$ cat src/logic/iee_regs.svh
// Offsets, field positions and reset values of the interrupt entry block
`ifndef IEE_REGS_SVH
`define IEE_REGS_SVH
// Ring 0 page zero word addresses
`define IEE_ADDR_LEVEL 32'h0000_0004
`define IEE_ADDR_VEC_A 32'h0000_0008
`define IEE_ADDR_VEC_B 32'h0000_0010
`define IEE_ADDR_ISP 32'h0000_0020
`define IEE_ADDR_PREV_SP 32'h0000_002C
`define IEE_ADDR_PROC_SP 32'h0000_0048
// Field values
`define IEE_FRL_EXT 2'h1
`define IEE_LEVEL_BASE 16'h0000
`define IEE_LEVEL_ONE 16'h0001
`define IEE_TGT_ANY 3'h7
`define IEE_TGT_RST 3'h7
`define IEE_EN_RST 16'h0000
`define IEE_ICR_RST 64'h0000_0000_0000_0000
`define IEE_MODE_HI 39
`define IEE_MODE_LO 32
`define IEE_CII_HI 2
`define IEE_CII_LO 0
`define IEE_RT_BIT 3'h2
`endif

$ cat src/logic/iee_pkg.sv
// Types of the interrupt entry block
package iee_pkg;
    typedef enum logic [8:0] {
        IEE_IDLE = 9'h001,
        IEE_RING = 9'h002,
        IEE_LVL_RD = 9'h004,
        IEE_LVL_WR = 9'h008,
        IEE_PUSH = 9'h010,
        IEE_SAVE_SP = 9'h020,
        IEE_LOAD_SP = 9'h040,
        IEE_VEC = 9'h080,
        IEE_DONE = 9'h100
    } iee_state_t;
    typedef struct packed {
        logic req;
        logic we;
        logic [31:0] addr;
        logic [31:0] wdata;
    } iee_mem_req_t;
    typedef struct packed {
        logic [2:0] op;
        logic [63:0] data;
    } iee_cfg_wr_t;
endpackage

$ cat src/logic/iee_target_pick.sv
// Chooses the CPU that takes a pending channel
`timescale 1ns/100ps
module iee_target_pick
    import iee_pkg::*;
#(
    parameter int NCPU = 4
)
(
    input wire logic [2:0] target_sel,
    input wire logic [NCPU-1:0] chan_local_en,
    input wire logic [NCPU-1:0] cpu_idle,
    output logic [NCPU-1:0] grant
);
    `include "iee_regs.svh"
    logic [NCPU-1:0] cand;
    logic [NCPU-1:0] fixed;
    assign cand = chan_local_en & cpu_idle;
    // Lowest index wins, so CPU 0 when all qualify
    always_comb
    begin
        grant = '0;
        fixed = '0;
        for (int i = NCPU - 1; i >= 0; i--)
        begin
            if (cand[i])
            begin
                grant = '0;
                grant[i] = 1'b1;
            end
            if (target_sel == 3'(i))
            begin
                fixed[i] = chan_local_en[i];
            end
        end
        if (target_sel != `IEE_TGT_ANY)
        begin
            grant = fixed;
        end
    end
endmodule

$ cat src/logic/iee_entry.sv
// Interrupt entry sequencer with complex enable flags and registers
`timescale 1ns/100ps
// Notes on behaviour
// - Taking an interrupt clears the on flag
// - Level halfword zero means base level
// - Base ring 0: frame length 01, push, clear status
// - Save SP to previous slot, load interrupt SP
// - Outside ring 0 base: ring crossing first
// - Interrupt level: cross, push, no stack switch
// - Handler address from one of two vectors
// - Channel id: 29 zeros, 3-bit channel
// - Process stack pointer word never written
// - Channel pending reset once processor responds
// - Complex on flag; clear flag defers all
// - Disable returns previous flag state atomically
// - Realtime flag used in realtime mode
// - Eight-bit local and global enables per channel
// - Write ops update local or global enable
// - Realtime variant: 16-bit enables, mode picks half
// - Realtime channels map to enable bits 8..15
// - Three-bit target CPU, all ones any
// - Control register: delivery mode, comm set
// - Level fetched and incremented, not interruptible
// - Any-target delivers to idle enabled CPU
module iee_entry
    import iee_pkg::*;
#(
    parameter int NCPU = 4,
    parameter int MY_CPU = 0,
    parameter bit REALTIME = 1'b1
)
(
    // Clock and reset
    input wire logic CORE_CLK,
    input wire logic NRST,
    input wire logic CLK_EN,
    // Channel requests and CPU state
    input wire logic [15:0] CHAN_PEND,
    input wire logic [NCPU-1:0] CPU_IDLE,
    input wire logic [NCPU-1:0][15:0] PEER_LOCAL_EN,
    input wire logic RT_MODE,
    input wire logic [1:0] CUR_RING,
    input wire logic [31:0] CUR_SP,
    output logic [15:0] CHAN_ACK,
    // Flag and register instructions
    input wire logic ENI,
    input wire logic DSI,
    output logic DSI_PREV,
    input wire iee_cfg_wr_t CFG_WR,
    output logic [15:0] LOCAL_EN,
    output logic [15:0] GLOBAL_EN,
    output logic [2:0] TARGET_CPU,
    output logic [63:0] INTERRUPT_CHANNEL_CONTROL,
    output logic COMPLEX_IRQ_ON_FLAG,
    output logic REALTIME_IRQ_ON_FLAG,
    // Memory port to ring 0 page zero only, never to the stack
    output iee_mem_req_t MEM,
    input wire logic MEM_DONE,
    input wire logic [31:0] MEM_RDATA,
    // Processor state updates
    output logic RING_CROSS,
    output logic PUSH_RET,
    output logic [1:0] FRAME_LEN,
    output logic PSW_CLEAR,
    output logic [31:0] SP_OUT,
    output logic SP_LOAD,
    output logic [31:0] PC_OUT,
    output logic PC_LOAD,
    output logic [31:0] CHAN_ID,
    output logic CHAN_ID_LOAD,
    output logic BUSY
);
    `include "iee_regs.svh"
    // Code 7 of the target select means any CPU, so seven CPUs at most
    if (NCPU < 1 || NCPU > 7 || MY_CPU < 0 || MY_CPU >= NCPU)
    begin
        $error("iee_entry: bad CPU count");
    end
    // ==========================================================
    // Functions
    // ==========================================================
    // Active half of an enable register
    function automatic logic [7:0] half(input logic [15:0] v, input logic rt);
        half = (rt && REALTIME) ? v[15:8] : v[7:0];
    endfunction
    // Lowest pending channel code
    function automatic logic [2:0] first(input logic [7:0] v);
        first = 3'h0;
        for (int i = 7; i >= 0; i--)
        begin
            if (v[i])
            begin
                first = 3'(i);
            end
        end
    endfunction
    // Enable bit of one channel in the active half
    function automatic logic en_bit(input logic [15:0] v, input logic rt, input logic [2:0] n);
        logic [7:0] h;
        h = half(v, rt);
        en_bit = h[n];
    endfunction
    // ==========================================================
    // State
    // ==========================================================
    iee_state_t state_r, state_nxt;
    logic ion_r, realtime_irq_on_flag_r, dsi_prev_r;
    logic [15:0] local_en_r, global_en_r;
    logic [2:0] tgt_r;
    logic [63:0] icr_r;
    logic base_r, vsel_r;
    logic [2:0] chan_r;
    logic [15:0] level_r;
    logic [31:0] sp_r;
    logic [31:0] pc_r, chan_id_r;
    logic [15:0] ack_r;
    // ==========================================================
    // Acceptance
    // ==========================================================
    wire flag_on = (RT_MODE && REALTIME) ? realtime_irq_on_flag_r : ion_r;
    wire [7:0] pend = half(CHAN_PEND, RT_MODE) & half(global_en_r, RT_MODE);
    wire [2:0] pick = first(pend);
    logic [NCPU-1:0] chan_local, grant;
    // Own local enable comes back in on the peer bus, so all CPUs are judged alike
    always_comb
    begin
        for (int c = 0; c < NCPU; c++)
        begin
            chan_local[c] = en_bit(PEER_LOCAL_EN[c], RT_MODE, pick);
        end
    end
    iee_target_pick #(.NCPU(NCPU)) u_pick
    (
        .target_sel(tgt_r),
        .chan_local_en(chan_local),
        .cpu_idle(CPU_IDLE),
        .grant(grant)
    );
    // Broadcast channels go to every locally enabled CPU
    wire bcast = icr_r[`IEE_MODE_LO + pick];
    wire mine = bcast ? chan_local[MY_CPU] : grant[MY_CPU];
    wire take = (state_r == IEE_IDLE) && flag_on && (|pend) && mine;
    wire step = MEM_DONE;
    // ==========================================================
    // Sequencer
    // ==========================================================
    always_comb
    begin
        state_nxt = state_r;
        case (state_r)
            IEE_IDLE: if (take) state_nxt = (CUR_RING != 2'h0) ? IEE_RING : IEE_LVL_RD;
            IEE_RING: state_nxt = IEE_LVL_RD;
            IEE_LVL_RD: if (step) state_nxt = IEE_LVL_WR;
            IEE_LVL_WR: if (step) state_nxt = IEE_PUSH;
            IEE_PUSH: state_nxt = base_r ? IEE_SAVE_SP : IEE_VEC;
            IEE_SAVE_SP: if (step) state_nxt = IEE_LOAD_SP;
            IEE_LOAD_SP: if (step) state_nxt = IEE_VEC;
            IEE_VEC: if (step) state_nxt = IEE_DONE;
            IEE_DONE: state_nxt = IEE_IDLE;
            default: state_nxt = IEE_IDLE;
        endcase
    end
    // Memory requests; process stack pointer slot is never addressed
    always_comb
    begin
        MEM = '0;
        case (state_r)
            IEE_LVL_RD:
            begin
                MEM.req = 1'b1;
                MEM.addr = `IEE_ADDR_LEVEL;
            end
            IEE_LVL_WR:
            begin
                MEM.req = 1'b1;
                MEM.we = 1'b1;
                MEM.addr = `IEE_ADDR_LEVEL;
                MEM.wdata = {16'h0000, level_r + `IEE_LEVEL_ONE};
            end
            IEE_SAVE_SP:
            begin
                MEM.req = 1'b1;
                MEM.we = 1'b1;
                MEM.addr = `IEE_ADDR_PREV_SP;
                MEM.wdata = sp_r;
            end
            IEE_LOAD_SP:
            begin
                MEM.req = 1'b1;
                MEM.addr = `IEE_ADDR_ISP;
            end
            IEE_VEC:
            begin
                MEM.req = 1'b1;
                MEM.addr = vsel_r ? `IEE_ADDR_VEC_B : `IEE_ADDR_VEC_A;
            end
            default: MEM = '0;
        endcase
    end
    always_ff @(posedge CORE_CLK or negedge NRST)
    begin
        if (!NRST)
        begin
            state_r <= IEE_IDLE;
            base_r <= 1'b0;
            vsel_r <= 1'b0;
            chan_r <= 3'h0;
            level_r <= `IEE_LEVEL_BASE;
            sp_r <= 32'h0000_0000;
            pc_r <= 32'h0000_0000;
            chan_id_r <= 32'h0000_0000;
            ack_r <= 16'h0000;
        end
        else if (CLK_EN)
        begin
            state_r <= state_nxt;
            ack_r <= 16'h0000;
            if (take)
            begin
                chan_r <= pick;
                vsel_r <= RT_MODE && REALTIME;
                ack_r <= 16'(1) << ({RT_MODE && REALTIME, 3'h0} + 4'(pick));
            end
            if (state_r == IEE_LVL_RD && step)
            begin
                level_r <= MEM_RDATA[15:0];
                base_r <= (MEM_RDATA[15:0] == `IEE_LEVEL_BASE);
            end
            if (state_r == IEE_PUSH)
            begin
                sp_r <= CUR_SP;
                chan_id_r <= {29'h0000_0000, chan_r};
            end
            if (state_r == IEE_LOAD_SP && step)
            begin
                sp_r <= MEM_RDATA;
            end
            if (state_r == IEE_VEC && step)
            begin
                pc_r <= MEM_RDATA;
            end
        end
    end
    // ==========================================================
    // Flags and configuration
    // ==========================================================
    always_ff @(posedge CORE_CLK or negedge NRST)
    begin
        if (!NRST)
        begin
            ion_r <= 1'b0;
            realtime_irq_on_flag_r <= 1'b0;
            dsi_prev_r <= 1'b0;
            local_en_r <= `IEE_EN_RST;
            global_en_r <= `IEE_EN_RST;
            tgt_r <= `IEE_TGT_RST;
            icr_r <= `IEE_ICR_RST;
        end
        else if (CLK_EN)
        begin
            // Taking wins over a same-cycle enable so entry stays masked
            if (DSI)
            begin
                dsi_prev_r <= flag_on;
            end
            if (RT_MODE && REALTIME)
            begin
                realtime_irq_on_flag_r <= !(DSI || take) && (ENI || realtime_irq_on_flag_r);
            end
            else
            begin
                ion_r <= !(DSI || take) && (ENI || ion_r);
            end
            case (CFG_WR.op)
                3'h1: local_en_r <= REALTIME ? CFG_WR.data[15:0] : {8'h00, CFG_WR.data[7:0]};
                3'h2: global_en_r <= REALTIME ? CFG_WR.data[15:0] : {8'h00, CFG_WR.data[7:0]};
                3'h3: tgt_r <= CFG_WR.data[2:0];
                3'h4: icr_r <= CFG_WR.data;
                default: icr_r <= icr_r;
            endcase
        end
    end
    // ==========================================================
    // Outputs
    // ==========================================================
    assign CHAN_ACK = ack_r;
    assign DSI_PREV = dsi_prev_r;
    assign LOCAL_EN = local_en_r;
    assign GLOBAL_EN = global_en_r;
    assign TARGET_CPU = tgt_r;
    assign INTERRUPT_CHANNEL_CONTROL = icr_r;
    assign COMPLEX_IRQ_ON_FLAG = ion_r;
    assign REALTIME_IRQ_ON_FLAG = realtime_irq_on_flag_r;
    assign RING_CROSS = (state_r == IEE_RING);
    assign PUSH_RET = (state_r == IEE_PUSH);
    assign FRAME_LEN = `IEE_FRL_EXT;
    assign PSW_CLEAR = (state_r == IEE_PUSH) && base_r;
    assign SP_OUT = sp_r;
    assign SP_LOAD = (state_r == IEE_VEC) && base_r && step;
    assign PC_OUT = pc_r;
    assign PC_LOAD = (state_r == IEE_DONE);
    assign CHAN_ID = chan_id_r;
    assign CHAN_ID_LOAD = (state_r == IEE_DONE);
    assign BUSY = (state_r != IEE_IDLE);
endmodule

$ cat config.mk
export PLATFORM = sky130hd
export DESIGN_NAME = iee_entry
export DESIGN_NICKNAME = d
export VERILOG_FILES = /design/src/logic/iee_pkg.sv /design/src/logic/iee_target_pick.sv /design/src/logic/iee_entry.sv
export VERILOG_INCLUDE_DIRS = /design/src /design/src/logic
export SDC_FILE = /design/constraint.sdc
export NUM_CORES = 1
export LEC_CHECK = 0
export ABC_AREA = 1
export BUFFER_PORTS_ARGS = -buffer_cell sky130_fd_sc_hd__buf_2
export CAP_MARGIN = 20
export CORE_AREA = 8 8 195 197
export CTS_BUF_LIST = sky130_fd_sc_hd__clkbuf_8
export DETAILED_ROUTE_END_ITERATION = 8
export DIE_AREA = 0 0 203 205
export MAX_ROUTING_LAYER = met4
export PLACE_DENSITY_LB_ADDON = 0.05
export SLEW_MARGIN = 20
export SYNTH_ARGS = -nofsm -noshare
export SYNTH_HDL_FRONTEND = slang
export SYNTH_SLANG_ARGS = --single-unit
$ cat constraint.sdc
create_clock -name CORE_CLK -period 2 [get_ports CORE_CLK]
set_input_delay 0.4 -clock CORE_CLK [delete_from_list [all_inputs] [get_ports CORE_CLK]]
set_output_delay 0.4 -clock CORE_CLK [all_outputs]
set_load 0.02 [all_outputs]
==> impl_metrics.yaml <==
synth:
  synth_top_area_share_pct: 51.0
  synthArstFlopShare_pct: 100
  syn_avg_cell_area_sq_um: 9.23
  synth-edff-count: 0
  postSynthCellCount: 1121
  ys_ff_latch: 215
  synth.largest_area_cell: "dfrtp_1"
  synth_common_cells: "255 x nand2_1, 211 x dfrtp_1, 143 x o21ai_0, 107 x inv_1, 64 x mux2_2"
  synth-main-ff-cell: "dfrtp_1"
  synth_seq_area_share_pct: 52.1
  syn_area_sq_mm: 0.0103
  ys_top_cells_by_area: "dfrtp_1 51%, nand2_1 9.3%, mux2_2 7.0%"
  yosys_warnings: 0
  synthDistinctLibCells: 41
  synth_most_common_cell: "nand2_1"
power:
  total_power_uw: 18500
  peakVddDrop_uv: 607
  power.leakage_uw: 0.00908
  powerDensity_mw_per_mm2: 1100
worst_setup_path:
  start_kind: "flip-flop"
  critPathLaunch: "level_r[1]$_DFFE_PN0P_"
  worstPathMaxFanout: 3
  r2r_slack_ns: -0.24
  crit_path_end_kind: "primary output"
  crit_required_ns: 1.60
  reg2reg_from: "state_r[6]$_DFFE_PN0P_"
  worst-endpoint-arrival_ns: 2.71
  path_class: "flip-flop to primary output"
global_routing:
  antenna_found_initial: 8
  grt_use_total_pct: 19.1
  grt_overflow: 0
  grt_pass1_wl_mm: 60.3
  grt_max_degree: 50
  grt_pass1_vias: 10400
drt:
  avgViaCountPerCell: 4.42
  wire_per_inst_microns: 18.4
  finalWirelength_mm: 41.0
  drt-initial-drc-count: 280
  drc: 0
  antenna_left: 0
  dr.pass1.iters: 4
  vias: 9845
timing:
  rsz0062_at_grt: "true"
  min_period_ns: 3.11
  clock_skew_ns: 0.0212
  finalSetupTns_ns: -29.51
  final-setup-viol-count: 101
  drv_slew: 0
  clock.fmax_ghz: 0.322
  min_period_over_period_pct: 155
  timing.hold.ws_ns: 0.0566
  slew_headroom_pct: 65.1
  hold_viol: 0
  tightest_slew_ns: 0.519
  finalWorstSetupSlack_ns: -1.11
final_layout:
  finalNonFillerCells: 2228
  nets: 1956
  syn_to_final_growth_pct: 62.5
  post-route-util_pct: 48.1
  drive_above_1_share_pct: 51.7
  fillers: 3465
floorplanning:
  rows: 69
  start_util_pct: 29.6
  die_height_microns: 205
  io_pins: 513
  die_w_microns: 203
  die_area_sq_mm: 0.0416
  core_area_sq_mm: 0.0350
min_path:
  hp-start: "CFG_WR[34]"
  worstHoldPathType: "input pin to flip-flop"
clock_tree:
  clock-sinks: 215
  cts_root_buffer: "clkbuf_8"
  clock_path_buffers: 3
  clk_pin_slew_worst_paths_ns: 0.06
  clkLatencyLatePin_ns: 0.59
  cts_buffers: 42
  cts_tree: "built"
  htreeDepth: 2
place:
  post-place-cells: 2059
  io_buffers: 402
  place.gp.congestion: 0.825
  hpwl_mm: 29.9
status:
  status: "finished, violations left"
  failed_checks: "setup timing"
job:
  cap_violations: 0
-- per-stage QoR --
step                area (sq um)  setup slack, ns
floorplan                  10700           -0.218
global placement           13800           -0.518
detailed placement         13800           -0.554
CTS                        16000            -1.14
global route               16800            -1.45
finish                     16800            -1.11
-- final cells by class --
| type | count | area (sq um) | share of cell area (%) |
|---|---|---|---|
| Sequential cell | 215 | 5390 | 32.1 |
| Inverter | 117 | 477 | 2.84 |
| Tap cell | 461 | 577 | 3.43 |
| Timing Repair Buffer | 606 | 4450 | 26.5 |
| Antenna cell | 9 | 22.5 | 0.134 |
| Clock inverter | 15 | 68.8 | 0.409 |
| Timing Repair inverter | 1 | 11.3 | 0.0670 |
| Multi-Input combinational cell | 748 | 5040 | 30.0 |
| Clock buffer | 56 | 771 | 4.59 |
-- cell usage in the layout, fill, tap and decap left out, drive strengths merged, types with 33 or more instances in the layout --
cell         count
buf            567
conb            59
o21ai          150
dlygate4sd3     33
clkbuf          62
nand3           44
mux2i           39
dfrtp          211
nor2            69
nand2          275
inv            123
mux2            64
-- path summary, 6_finish.rpt --
kind | to | cells after the start
hold / removal | INTERRUPT_CHANNEL_CONTROL[34]$_DFFE_PN0P_ | 2
setup reg to reg | state_r[0]$_DFFE_PN1P_ | 18
setup / recovery | MEM[14] | 18
min in group asynchronous | SP_OUT[10]$_DFFE_PN0P_ | 2
max in group asynchronous | SP_OUT[15]$_DFFE_PN0P_ | 3
hold reg to reg | PC_OUT[8]$_DFFE_PN0P_ | 2
-- flip-flops by register name (all words and copies together), names as in the netlist, 3 cells and up --
| signal | flops |
|---|---|
| GLOBAL_EN | 16 |
| level_r | 16 |
| state_r | 9 |
| TARGET_CPU | 3 |
| CHAN_ACK | 16 |
| INTERRUPT_CHANNEL_CONTROL | 64 |
| chan_r | 3 |
| CHAN_ID | 3 |
| LOCAL_EN | 16 |
| PC_OUT | 32 |
| SP_OUT | 32 |
-- power breakdown --
part           leakage [uW]  internal (uW)  switching (uW)
logic               0.00585           3350            4440
clock network      0.000467           2480            1990
registers           0.00276           5460             813
total               0.00908          11300            7250
-- what timing repair did --
item | 4_1_cts | 5_1_grt
hold buffers | 33 | 0
pin swaps | 24 | 44
cloned | 7 | 12
resized for setup | 241 | 146
setup buffers | 29 | 21
hold endpoints to repair | 72 | 0
setup endpoints to repair | 108 | 154
-- kinds of logic after synthesis --
group | Yosys count | synth area share [%]
and+or+nand+nor | 414 | 18.0
buffers and inverters | 217 | 10.1
DFF | 215 | 52.1
AOI/OAI and AO/OA | 168 | 8.77
muxes | 103 | 10.7
other | 2 | 0.0726
adders and majority gates | 1 | 0.121
xor gates and xnor gates | 1 | 0.0847
-- worst max-delay path: stages, from the launching register on --
cell and delay (ns):
dfrtp_1 0.38, ha_2 0.19, nand2_2 0.05, nor2_1 0.08, inv_1 0.05, nor2_1 0.08
inv_1 0.05, nor2_1 0.08, inv_1 0.06, nor2_1 0.09, nand2_1 0.09, inv_2 0.06
nand4_1 0.14, nor3_2 0.22, nand2_1 0.10, a21oi_1 0.12, o21ai_1 0.09, nand2_2 0.08
buf_6 0.11
-- layer usage --
layer	vias up	wire length, microns	GRT usage, %
met2	351	20000	30.9
met1	4656	16500	22.2
met3	53	3720	6.83
met5	-	0	-
met4	0	746	5.78
li1	4785	-	-
No activity file was read; power rests on OpenSTA's default activity.
